==> config.mk <==
export PLATFORM = sky130hd
export DESIGN_NAME = mfc_mac_ctrl
export DESIGN_NICKNAME = d
export VERILOG_FILES = /design/src/mfc_pkg.sv /design/src/mfc_mac_ctrl.sv /design/src/mfc_lfsr.sv /design/src/mfc_rx_strip.sv
export SDC_FILE = /design/constraint.sdc
export NUM_CORES = 1
export LEC_CHECK = 0
export ABC_AREA = 1
export BUFFER_PORTS_ARGS = -buffer_cell sky130_fd_sc_hd__clkbuf_2
export CAP_MARGIN = 20
export CORE_MARGIN = 2
export CORE_UTILIZATION = 50
export CTS_BUF_LIST = sky130_fd_sc_hd__clkbuf_8
export DETAILED_ROUTE_END_ITERATION = 16
export GPL_ROUTABILITY_DRIVEN = 0
export HOLD_SLACK_MARGIN = 0.08
export PLACE_DENSITY = 0.73
export RECOVER_POWER = 100
export SETUP_SLACK_MARGIN = 0.3
export SKIP_CTS_REPAIR_TIMING = 1
export SLEW_MARGIN = 20
export SYNTH_ARGS = -nofsm -noshare
export SYNTH_HDL_FRONTEND = slang
export SYNTH_SLANG_ARGS = --single-unit
==> constraint.sdc <==
create_clock -name i_clk -period 7.9 [get_ports i_clk]
set_input_delay 0.79 -clock i_clk [delete_from_list [all_inputs] [get_ports i_clk]]
set_output_delay 0.79 -clock i_clk [all_outputs]
set_load 0.01 [all_outputs]
==> src/mfc_pkg.sv <==
// Purpose: Shared constants and types for the MAC frame control and back-off block.
// Assumes: 20 MHz clock, AHB-Lite register access with 32-bit words.
// Notes: Time figures are kept in their own units; cycle counts derive from them.
// Contract
// - Broadcast control bit 11 gates broadcast delivery.
// - Retry-disable bit 10 abandons frame on collision.
// - Pad strip bit 8 removes pad below 46.
// - Stripping pad also strips the frame FCS.
// - Length 46 or more passes unchanged with FCS.
// - Pad strip off forwards frames unmodified.
// - Wait random r slots, 0 <= r < 2^K.
// - K is min(retry count, 10).
// - Random value from free-running 20-bit LFSR.
// - Load LFSR bits, count down per slot.
// - Back-off limit bits 7-6 cap LFSR bits.
// - Limit codes 00/01/10/11 give 10/8/4/1 bits.
package mfc_pkg;
  // ==========================================================================
  // Register map
  localparam logic [4:0] REG_MAC_CR = 5'h00;
  localparam logic [4:0] REG_LINK_CFG = 5'h04;
  localparam logic [4:0] REG_INT_STS = 5'h08;
  localparam logic [4:0] REG_INT_EN = 5'h0c;
  localparam logic [4:0] REG_BO_STS = 5'h10;
  localparam int unsigned CR_BROADCAST_FRAME_CTRL_BIT = 11;
  localparam int unsigned CR_RETRY_DIS_BIT = 10;
  localparam int unsigned CR_PAD_BIT = 8;
  localparam int unsigned CR_BOLIM_LSB = 6;
  localparam logic [31:0] CR_WMASK = 32'h0000_0dc0;
  localparam logic [31:0] CR_RESET = 32'h0000_0000;
  localparam int unsigned CFG_SPEED100_BIT = 0;
  localparam int unsigned NUM_EVT = 5;
  localparam int unsigned EVT_TX_DONE = 0;
  localparam int unsigned EVT_COLL = 1;
  localparam int unsigned EVT_RETRY_ERR = 2;
  localparam int unsigned EVT_BROADCAST_FRAME_CTRL_DROP = 3;
  localparam int unsigned EVT_PAD_STRIP = 4;
  localparam int unsigned BO_COLL_LSB = 0;
  localparam int unsigned BO_STATE_LSB = 8;
  localparam int unsigned BO_CNT_LSB = 16;
  // ==========================================================================
  // Bus encodings
  localparam logic [1:0] HTRANS_NONSEQ = 2'h2;
  localparam logic [2:0] HSIZE_WORD = 3'h2;
  // ==========================================================================
  // Frame layout
  localparam int unsigned DA_LEN = 6;
  localparam int unsigned HDR_LEN = 14;
  localparam int unsigned LEN_HI_IDX = 12;
  localparam int unsigned LEN_LO_IDX = 13;
  localparam logic [15:0] MIN_DATA_LEN = 16'h002e;
  localparam logic [7:0] BROADCAST_FRAME_CTRL_BYTE = 8'hff;
  // ==========================================================================
  // Back-off
  localparam int unsigned LFSR_W = 20;
  localparam logic [19:0] LFSR_SEED = 20'h00001;
  localparam int unsigned MAX_K = 10;
  localparam logic [4:0] MAX_ATTEMPTS = 5'h10;
  localparam int unsigned SLOT_BITS = 512;
  localparam int unsigned BIT_NS_10M = 100;
  localparam int unsigned BIT_NS_100M = 10;
  localparam int unsigned CLK_NS = 50;
  localparam int unsigned SLOT_CYC_10M = (SLOT_BITS * BIT_NS_10M + CLK_NS - 1) / CLK_NS;
  localparam int unsigned SLOT_CYC_100M = (SLOT_BITS * BIT_NS_100M + CLK_NS - 1) / CLK_NS;

  typedef enum logic [1:0] {
    TX_IDLE = 2'b00,
    TX_SEND = 2'b01,
    TX_WAIT = 2'b10
  } mfc_tx_state_t;

  typedef struct packed {
    logic valid;
    logic last;
    logic [7:0] data;
  } mfc_byte_t;

  function automatic logic [3:0] mfc_limit_bits(input logic [1:0] code);
    case (code)
      2'b00: mfc_limit_bits = 4'ha;
      2'b01: mfc_limit_bits = 4'h8;
      2'b10: mfc_limit_bits = 4'h4;
      default: mfc_limit_bits = 4'h1;
    endcase
  endfunction : mfc_limit_bits
endpackage : mfc_pkg

==> src/mfc_mac_ctrl.sv <==
// Purpose: MAC control register bits, collision back-off and receive filtering.
// Assumes: AHB-Lite slave with zero wait states; one collision pulse per attempt.
// Notes: Registered read data; interrupt follows status by one cycle.
//
// Added by the designer: the placing of the registers and the AHB-Lite interface to the registers.
`timescale 1ns/1ps
module mfc_mac_ctrl (
  input wire logic i_clk,
  input wire logic i_reset_n,
  input wire logic i_hsel,
  input wire logic [31:0] i_haddr,
  input wire logic [1:0] i_htrans,
  input wire logic i_hwrite,
  input wire logic [2:0] i_hsize,
  input wire logic [31:0] i_hwdata,
  input wire logic i_hready,
  output logic o_hreadyout,
  output logic [31:0] o_hrdata,
  output logic o_hresp,
  input wire logic i_tx_start,
  input wire logic i_tx_collision,
  input wire logic i_tx_done,
  output logic o_tx_go,
  output logic o_tx_abort,
  output logic o_retry_error,
  input mfc_pkg::mfc_byte_t i_rx_byte,
  output mfc_pkg::mfc_byte_t o_rx_byte,
  output logic o_irq
);
  import mfc_pkg::*;

  // ==========================================================================
  // Bus slave
  // The slave never inserts wait states: hready is low only through reset.
  // Write data follow their address by one cycle, so the write is held pending.
  // Read data are latched at the address phase, which is why a read in the data
  // phase of a write to the same register still sees the old value.

  logic hready_ff;
  logic [31:0] hrdata_ff;
  logic wr_pend_ff;
  logic [4:0] wr_addr_ff;
  logic addr_phase;
  logic [4:0] rd_addr;
  logic [31:0] rd_mux;
  logic wr_cr;
  logic wr_cfg;
  logic wr_sts;
  logic wr_en;

  logic [31:0] cr_ff;
  logic cfg_speed_ff;
  logic [NUM_EVT-1:0] sts_ff;
  logic [NUM_EVT-1:0] nxt_sts;
  logic [NUM_EVT-1:0] en_ff;
  logic [NUM_EVT-1:0] evt;
  logic irq_ff;

  assign addr_phase = i_hsel && i_hready && (i_htrans == HTRANS_NONSEQ);
  assign rd_addr = i_haddr[4:0];
  assign wr_cr = wr_pend_ff && (wr_addr_ff == REG_MAC_CR);
  assign wr_cfg = wr_pend_ff && (wr_addr_ff == REG_LINK_CFG);
  assign wr_sts = wr_pend_ff && (wr_addr_ff == REG_INT_STS);
  assign wr_en = wr_pend_ff && (wr_addr_ff == REG_INT_EN);

  always_ff @(posedge i_clk or negedge i_reset_n) begin
    if (!i_reset_n) begin
      hready_ff <= 1'b0;
      hrdata_ff <= '0;
      wr_pend_ff <= 1'b0;
      wr_addr_ff <= '0;
    end else begin
      hready_ff <= 1'b1;
      // Narrow writes and writes above the map are dropped rather than merged.
      wr_pend_ff <= addr_phase && i_hwrite && (i_hsize == HSIZE_WORD) && (i_haddr[31:5] == '0);
      wr_addr_ff <= rd_addr;
      if (addr_phase && !i_hwrite) begin
        hrdata_ff <= (i_haddr[31:5] == '0) ? rd_mux : 32'h0000_0000;
      end
    end
  end

  assign o_hreadyout = hready_ff;
  assign o_hrdata = hrdata_ff;
  assign o_hresp = 1'b0;

  // ==========================================================================
  // Control, status and interrupt registers
  // Bits of the control word outside its fields are masked on write, so they
  // read back as zero and cannot steer any logic.

  logic broadcast_frame_ctrl_block;
  logic retry_dis;
  logic pad_en;
  logic [1:0] bo_limit;

  assign broadcast_frame_ctrl_block = cr_ff[CR_BROADCAST_FRAME_CTRL_BIT];
  assign retry_dis = cr_ff[CR_RETRY_DIS_BIT];
  assign pad_en = cr_ff[CR_PAD_BIT];
  assign bo_limit = cr_ff[CR_BOLIM_LSB +: 2];

  // A set in the same cycle as a write-one-to-clear keeps the bit set.
  assign nxt_sts = (sts_ff & ~(wr_sts ? i_hwdata[NUM_EVT-1:0] : '0)) | evt;

  always_ff @(posedge i_clk or negedge i_reset_n) begin
    if (!i_reset_n) begin
      cr_ff <= CR_RESET;
      cfg_speed_ff <= 1'b0;
      sts_ff <= '0;
      en_ff <= '0;
      irq_ff <= 1'b0;
    end else begin
      if (wr_cr) begin
        cr_ff <= i_hwdata & CR_WMASK;
      end
      if (wr_cfg) begin
        cfg_speed_ff <= i_hwdata[CFG_SPEED100_BIT];
      end
      if (wr_en) begin
        en_ff <= i_hwdata[NUM_EVT-1:0];
      end
      sts_ff <= nxt_sts;
      irq_ff <= |(sts_ff & en_ff);
    end
  end

  assign o_irq = irq_ff;

  // ==========================================================================
  // Random source
  // The register runs from reset on, so the value drawn depends on the cycle
  // in which the collision falls.

  logic [LFSR_W-1:0] lfsr_val;

  mfc_lfsr #(
    .WIDTH(LFSR_W)
  ) u_lfsr (
    .i_clk(i_clk),
    .i_reset_n(i_reset_n),
    .o_value(lfsr_val)
  );

  // ==========================================================================
  // Transmit attempt and back-off sequencer
  // A collision either abandons the frame or loads a random slot count; the
  // count runs down once per slot time and reaching zero sends the next
  // attempt. A draw of zero retries at once, without entering the wait.
  // The slot is rounded up to whole clock cycles, so at 100 Mb/s it lasts a
  // little longer than 512 bit times.

  localparam logic [10:0] SLOT_10M = 11'(SLOT_CYC_10M);
  localparam logic [10:0] SLOT_100M = 11'(SLOT_CYC_100M);

  mfc_tx_state_t state_ff;
  mfc_tx_state_t nxt_state;
  logic [4:0] coll_ff;
  logic [4:0] nxt_coll;
  logic [9:0] bo_cnt_ff;
  logic [9:0] nxt_bo_cnt;
  logic [10:0] slot_ff;
  logic [10:0] nxt_slot;
  logic go_ff;
  logic nxt_go;
  logic abort_ff;
  logic nxt_abort;
  logic [10:0] slot_len;
  logic [4:0] coll_inc;
  logic [3:0] k_exp;
  logic [3:0] lim_bits;
  logic [3:0] use_bits;
  logic [9:0] draw_mask;
  logic [9:0] draw;
  logic give_up;

  assign slot_len = cfg_speed_ff ? SLOT_100M : SLOT_10M;
  assign coll_inc = coll_ff + 5'h01;
  assign k_exp = (coll_inc > 5'(MAX_K)) ? 4'(MAX_K) : coll_inc[3:0];
  assign lim_bits = mfc_limit_bits(bo_limit);
  assign use_bits = (k_exp < lim_bits) ? k_exp : lim_bits;
  assign draw_mask = 10'((11'h001 << use_bits) - 11'h001);
  assign draw = lfsr_val[9:0] & draw_mask;
  // The sixteenth collision ends a frame; with retry disabled, the first does.
  assign give_up = retry_dis || (coll_inc == MAX_ATTEMPTS);

  always_comb begin
    nxt_state = state_ff;
    nxt_coll = coll_ff;
    nxt_bo_cnt = bo_cnt_ff;
    nxt_slot = slot_ff;
    nxt_go = 1'b0;
    nxt_abort = 1'b0;
    case (state_ff)
      TX_IDLE: begin
        if (i_tx_start) begin
          nxt_state = TX_SEND;
          nxt_coll = 5'h00;
          nxt_go = 1'b1;
        end
      end

      TX_SEND: begin
        // A collision is taken before a done in the same cycle.
        if (i_tx_collision) begin
          nxt_coll = coll_inc;
          if (give_up) begin
            nxt_state = TX_IDLE;
            nxt_abort = 1'b1;
          end else if (draw == 10'h000) begin
            nxt_go = 1'b1;
          end else begin
            nxt_state = TX_WAIT;
            nxt_bo_cnt = draw;
            nxt_slot = slot_len - 11'h001;
          end
        end else if (i_tx_done) begin
          nxt_state = TX_IDLE;
        end
      end

      TX_WAIT: begin
        // The count was loaded nonzero, so a count of one here ends the wait.
        if (slot_ff == 11'h000) begin
          nxt_slot = slot_len - 11'h001;
          nxt_bo_cnt = bo_cnt_ff - 10'h001;
          if (bo_cnt_ff == 10'h001) begin
            nxt_state = TX_SEND;
            nxt_go = 1'b1;
          end
        end else begin
          nxt_slot = slot_ff - 11'h001;
        end
      end

      default: begin
        nxt_state = TX_IDLE;
      end
    endcase
  end

  always_ff @(posedge i_clk or negedge i_reset_n) begin
    if (!i_reset_n) begin
      state_ff <= TX_IDLE;
      coll_ff <= '0;
      bo_cnt_ff <= '0;
      slot_ff <= '0;
      go_ff <= 1'b0;
      abort_ff <= 1'b0;
    end else begin
      state_ff <= nxt_state;
      coll_ff <= nxt_coll;
      bo_cnt_ff <= nxt_bo_cnt;
      slot_ff <= nxt_slot;
      go_ff <= nxt_go;
      abort_ff <= nxt_abort;
    end
  end

  assign o_tx_go = go_ff;
  assign o_tx_abort = abort_ff;
  assign o_retry_error = abort_ff;

  // ==========================================================================
  // Receive path
  // The control bits are taken when a frame's first byte leaves the delay, so
  // a change in mid-frame applies from the next frame on.
  logic rx_bdrop;
  logic rx_pstrip;

  mfc_rx_strip u_rx (
    .i_clk(i_clk),
    .i_reset_n(i_reset_n),
    .i_broadcast_frame_ctrl_block(broadcast_frame_ctrl_block),
    .i_pad_en(pad_en),
    .i_byte(i_rx_byte),
    .o_byte(o_rx_byte),
    .o_broadcast_frame_ctrl_drop(rx_bdrop),
    .o_pad_strip(rx_pstrip)
  );

  // ==========================================================================
  // Events and read mux
  // Every event is a one-cycle pulse; the status register makes it sticky.
  always_comb begin
    evt = '0;
    evt[EVT_TX_DONE] = (state_ff == TX_SEND) && i_tx_done && !i_tx_collision;
    evt[EVT_COLL] = (state_ff == TX_SEND) && i_tx_collision;
    evt[EVT_RETRY_ERR] = abort_ff;
    evt[EVT_BROADCAST_FRAME_CTRL_DROP] = rx_bdrop;
    evt[EVT_PAD_STRIP] = rx_pstrip;
  end

  logic [31:0] bo_sts;

  assign bo_sts = (32'(coll_ff) << BO_COLL_LSB) | (32'(state_ff) << BO_STATE_LSB)
                | (32'(bo_cnt_ff) << BO_CNT_LSB);

  // Offsets without a register read as zero.
  assign rd_mux = (rd_addr == REG_MAC_CR) ? cr_ff
                : (rd_addr == REG_LINK_CFG) ? 32'(cfg_speed_ff)
                : (rd_addr == REG_INT_STS) ? 32'(sts_ff)
                : (rd_addr == REG_INT_EN) ? 32'(en_ff)
                : (rd_addr == REG_BO_STS) ? bo_sts
                : 32'h0000_0000;
endmodule : mfc_mac_ctrl

==> src/mfc_lfsr.sv <==
// Purpose: Free-running pseudo-random source for collision back-off.
// Assumes: Polynomial x^20 + x^17 + 1, maximal length for 20 bits.
// Notes: The register never holds zero because the seed is nonzero.
`timescale 1ns/1ps
module mfc_lfsr #(
  parameter int unsigned WIDTH = mfc_pkg::LFSR_W
) (
  input wire logic i_clk,
  input wire logic i_reset_n,
  output logic [WIDTH-1:0] o_value
);
  import mfc_pkg::*;

  // The tap positions are fixed for the documented width only.
  if (WIDTH != LFSR_W) begin : g_bad_width
    $error("mfc_lfsr supports only a 20-bit register");
  end

  logic [WIDTH-1:0] lfsr_ff;
  logic [WIDTH-1:0] nxt_lfsr;

  assign nxt_lfsr = {lfsr_ff[WIDTH-2:0], lfsr_ff[WIDTH-1] ^ lfsr_ff[16]};
  assign o_value = lfsr_ff;

  always_ff @(posedge i_clk or negedge i_reset_n) begin
    if (!i_reset_n) begin
      lfsr_ff <= LFSR_SEED;
    end else begin
      lfsr_ff <= nxt_lfsr;
    end
  end
endmodule : mfc_lfsr

==> src/mfc_rx_strip.sv <==
// Purpose: Receive path with broadcast rejection and automatic pad stripping.
// Assumes: Bytes of one frame arrive on consecutive cycles.
// Notes: A fixed six-cycle delay lets the whole destination address be seen
//   before its first byte leaves; frames of at least six bytes need no idle cycles between them.
`timescale 1ns/1ps
module mfc_rx_strip (
  input wire logic i_clk,
  input wire logic i_reset_n,
  input wire logic i_broadcast_frame_ctrl_block,
  input wire logic i_pad_en,
  input mfc_pkg::mfc_byte_t i_byte,
  output mfc_pkg::mfc_byte_t o_byte,
  output logic o_broadcast_frame_ctrl_drop,
  output logic o_pad_strip
);
  import mfc_pkg::*;

  mfc_byte_t pipe_ff [DA_LEN];
  mfc_byte_t out_ff;
  logic [10:0] in_idx_ff;
  logic [10:0] out_idx_ff;
  logic is_bc_ff;
  logic drop_ff;
  logic pad_en_ff;
  logic bdrop_ff;
  logic pstrip_ff;
  logic [15:0] len_ff;
  mfc_byte_t head;
  logic first_out;
  logic drop_now;
  logic pad_en_now;
  logic pad_now;
  logic [10:0] end_idx;
  logic at_end;
  logic past_end;

  assign head = pipe_ff[DA_LEN-1];
  assign first_out = head.valid && (out_idx_ff == 11'h000);
  assign drop_now = first_out ? (is_bc_ff && i_broadcast_frame_ctrl_block) : drop_ff;
  assign pad_en_now = first_out ? i_pad_en : pad_en_ff;
  assign pad_now = pad_en_now && (len_ff < MIN_DATA_LEN);
  assign end_idx = 11'(HDR_LEN) + len_ff[10:0];
  assign at_end = pad_now && (out_idx_ff + 11'h001 == end_idx);
  assign past_end = pad_now && (out_idx_ff >= end_idx);

  always_ff @(posedge i_clk or negedge i_reset_n) begin
    if (!i_reset_n) begin
      for (int i = 0; i < DA_LEN; i++) begin
        pipe_ff[i] <= '0;
      end
    end else begin
      pipe_ff[0] <= i_byte;
      for (int i = 1; i < DA_LEN; i++) begin
        pipe_ff[i] <= pipe_ff[i-1];
      end
    end
  end

  // ==========================================================================
  // Input side: destination and length capture
  always_ff @(posedge i_clk or negedge i_reset_n) begin
    if (!i_reset_n) begin
      in_idx_ff <= '0;
      is_bc_ff <= 1'b0;
      len_ff <= '0;
    end else if (i_byte.valid) begin
      in_idx_ff <= i_byte.last ? 11'h000 : in_idx_ff + {10'h000, ~&in_idx_ff};
      if (in_idx_ff < 11'(DA_LEN)) begin
        is_bc_ff <= (in_idx_ff == 11'h000 || is_bc_ff) && (i_byte.data == BROADCAST_FRAME_CTRL_BYTE);
      end
      if (in_idx_ff == 11'(LEN_HI_IDX)) begin
        len_ff[15:8] <= i_byte.data;
      end
      if (in_idx_ff == 11'(LEN_LO_IDX)) begin
        len_ff[7:0] <= i_byte.data;
      end
    end
  end

  // ==========================================================================
  // Output side
  always_ff @(posedge i_clk or negedge i_reset_n) begin
    if (!i_reset_n) begin
      out_idx_ff <= '0;
      drop_ff <= 1'b0;
      pad_en_ff <= 1'b0;
      out_ff <= '0;
      bdrop_ff <= 1'b0;
      pstrip_ff <= 1'b0;
    end else begin
      if (head.valid) begin
        out_idx_ff <= head.last ? 11'h000 : out_idx_ff + {10'h000, ~&out_idx_ff};
      end
      if (first_out) begin
        drop_ff <= drop_now;
        pad_en_ff <= i_pad_en;
      end
      out_ff.valid <= head.valid && !drop_now && !past_end;
      out_ff.last <= head.last || at_end;
      out_ff.data <= head.data;
      bdrop_ff <= first_out && drop_now;
      pstrip_ff <= head.valid && at_end && !drop_now;
    end
  end

  assign o_byte = out_ff;
  assign o_broadcast_frame_ctrl_drop = bdrop_ff;
  assign o_pad_strip = pstrip_ff;
endmodule : mfc_rx_strip

==> out/results.ini <==
[worst_setup_path]
crit_required_ns=8.32
arrival_ns=5.75
path_common_cell=nand2_1
startpoint=coll_ff[0]
slowest_stage=nand2_1
rr_worst_depth=26
path_buf_inv=1
path_max_fanout=25
crit_family=simple AND/OR/NAND/NOR gates
path_class=register to register
cpPeakStageDelay_ns=0.81
startpoint_type=register
crit_cells=26
worstReg2RegStart=coll_ff[0]
end_kind=register

[sta]
timing.final.crit_share=0.676
hold_violations=0
setup_viol=0
maxSlewHeadroom=-1.83
worst_pin_slew_ns=4.24
tns_ns=0
max_freq_mhz=187
fin_skew_ns=0.0399
period_needed_ns=5.34
slew_viol_final=86
setup_slack_ns=2.56
rsz0062_at_grt=no
fin_hold_ws_ns=0.327

[synthesis]
ys.flop_type=dfrtp_1
synthMostInstantiatedCell=dfrtp_1
synth_async_sr_flop_share=1.00
ys_ff_latch=208
yosys-top-cells-area=dfrtp_1, nand2_1, inv_1
ys_seq_area_frac=0.550
netlist_area_mm2=0.00947
yosysTopAreaCell=dfrtp_1
synth_commonest_cells=dfrtp_1, nand2_1, inv_1
synth-edff-count=0
synth_top_area_frac=0.547
synth_cells=1018
yosys_warnings=0
avgSynthCellArea_um2=9.30
ys_types=52

[floorplan]
ioPinCount=135
design.die.area_mm2=0.0201
die_w_um=142
initial_core_util=0.508
rows=50
dieHeight_um=142
core_area_mm2=0.0186

[route]
num_vias=7234
routed_wl_um=20000
ant_nets=0
drc=0
viasPerCell=5.16
post_drt_wl_per_cell_um=14.3
initialDrtViolationCount=591
dr.pass1.iters=5

[power_and_ir_drop]
ir_drop_mv=0.235
p_int_w=0.00191
p_switching_w=0.000855
clock_power_share=0.369
swShare=0.309
p_leak_nw=5.32
power_w=0.00277
seqPwrFrac=0.423
powerDensity_mw_per_mm2=256
p_comb_frac=0.209

[global_route]
grt.busiest_layer=met2
grt_max_degree=125
use_met1=0.292
grt_overflow=0
grt_use_met3=0.0385
grt_pass1_vias=7020
grt_use_total=0.211
grt_pass1_wl_um=34000
grt_antenna_before_repair=0
use_met2=0.331

[clock_tree]
clock-root-buffer=clkbuf_8
clock-sinks=208
cts_tree=done
numCtsBuffers=35
htree_levels=2
insertion_delay_ns=0.54
clkSlewWorstSetupHoldPaths_ns=0.06
clock_path_buffers=3

[layout]
fin_area_mm2=0.0108
multi_input_area_mm2=0.00354
nNetsFinal=1257
drive_above_1_share=0.127
diodes=0
syn2layout_area_growth_pct=14.1
register_area_mm2=0.00521
nFillCells=1656

[status]
outcome=finished, violations left
violations=capacitance limit, slew limit

[min_path]
min-delay-start=u_lfsr.o_value[17]
hold_path_depth=0
hold_path.class=register to register

[placed_design]
placed_cell_area_mm2=0.0102
place_ws_ns=3.69
post-dp-hpwl_um=14300
numPortBuffers=100

[job]
max-cap-violations=1

-- cells by family after synthesis --
group                    share of synthesized area
flip-flops                                   0.550
buffers and inverters                       0.0756
AND/OR/NAND/NOR                              0.216
multiplexers                               0.00238
XOR/XNOR                                    0.0268
adder cells (fa/ha/maj)                     0.0383
other                                     0.000793
AO/OA/AOI/OAI                               0.0901
-- registers in the layout (all words and copies together) (netlist names), 10 cells and up --
name / cells
u_rx.pipe_ff: 50
o_hrdata: 21
u_rx.o_byte: 10
slot_ff: 11
u_lfsr.o_value: 20
u_rx.in_idx_ff: 11
u_rx.out_idx_ff: 11
bo_cnt_ff: 10
u_rx.head: 10
u_rx.len_ff: 16
-- power groups by stage --
stage	Clock, W	Combinational (W)	Sequential, W
2_1_floorplan	0	0.000450	0.00118
3_3_place_gp	0	0.000562	0.00118
3_5_place_dp	0	0.000579	0.00119
4_1_cts	0.00105	0.000581	0.00117
5_1_grt	0.00110	0.000663	0.00118
6_report	0.00102	0.000577	0.00117
-- stage by stage --
| step | cells | util |
|---|---|---|
| final | 1401 | 0.579 |
| after global routing | 1401 | 0.579 |
| after CTS | 1401 | 0.586 |
| after detailed placement | 1338 | 0.545 |
| after global placement | 1338 | 0.545 |
| after floorplan | 1029 | - |
-- worst reg2reg max path, delay by kind of cell (launching register included) --
kind / cells / cell delay, ns
compound gates: 1 / 0.54
fa+ha+maj: 3 / 0.91
buf+inv: 1 / 0.10
flops: 1 / 0.53
simple gates: 21 / 3.17
-- routing by layer --
| metal | share of wire | vias up |
|---|---|---|
| met5 | 0 | - |
| met4 | 0.027 | 0 |
| met3 | 0.053 | 49 |
| met2 | 0.47 | 211 |
| met1 | 0.45 | 3401 |
| li1 | - | 3573 |
-- cell usage in the layout, fill, tap and decap left out, drive strengths merged, types with 4 or more instances in the layout --
cell	n
nand3b	4
nand4	17
clkinv	11
nor2	88
a21oi	35
a31oi	6
clkbuf	144
nor4	15
o21a	4
nand2	203
xnor2	7
xor2	22
nand3	69
a32o	5
conb	13
o21ai	67
ha	29
o22ai	10
dfrtp	207
or2	6
nor3	25
inv	148
-- area by class of cell --
class / instances / area share
flip-flops and latches: 208 / 0.482
multi-input cells: 651 / 0.328
clock buffers: 42 / 0.0535
inverters: 142 / 0.0493
repair buffers: 103 / 0.0426
well taps: 234 / 0.0271
clock inverters: 21 / 0.0175
-- final timing paths --
path	endpoint	slack [ns]
setup / recovery	bo_cnt_ff[7]	2.56
hold / removal	u_lfsr.o_value[18]	0.33
setup reg to reg	bo_cnt_ff[7]	2.56
hold reg to reg	u_lfsr.o_value[18]	0.33
max in group asynchronous	u_rx.head[0]	2.92
min in group asynchronous	o_hrdata[25]	0.42
No activity file was read; power rests on OpenSTA's default activity.
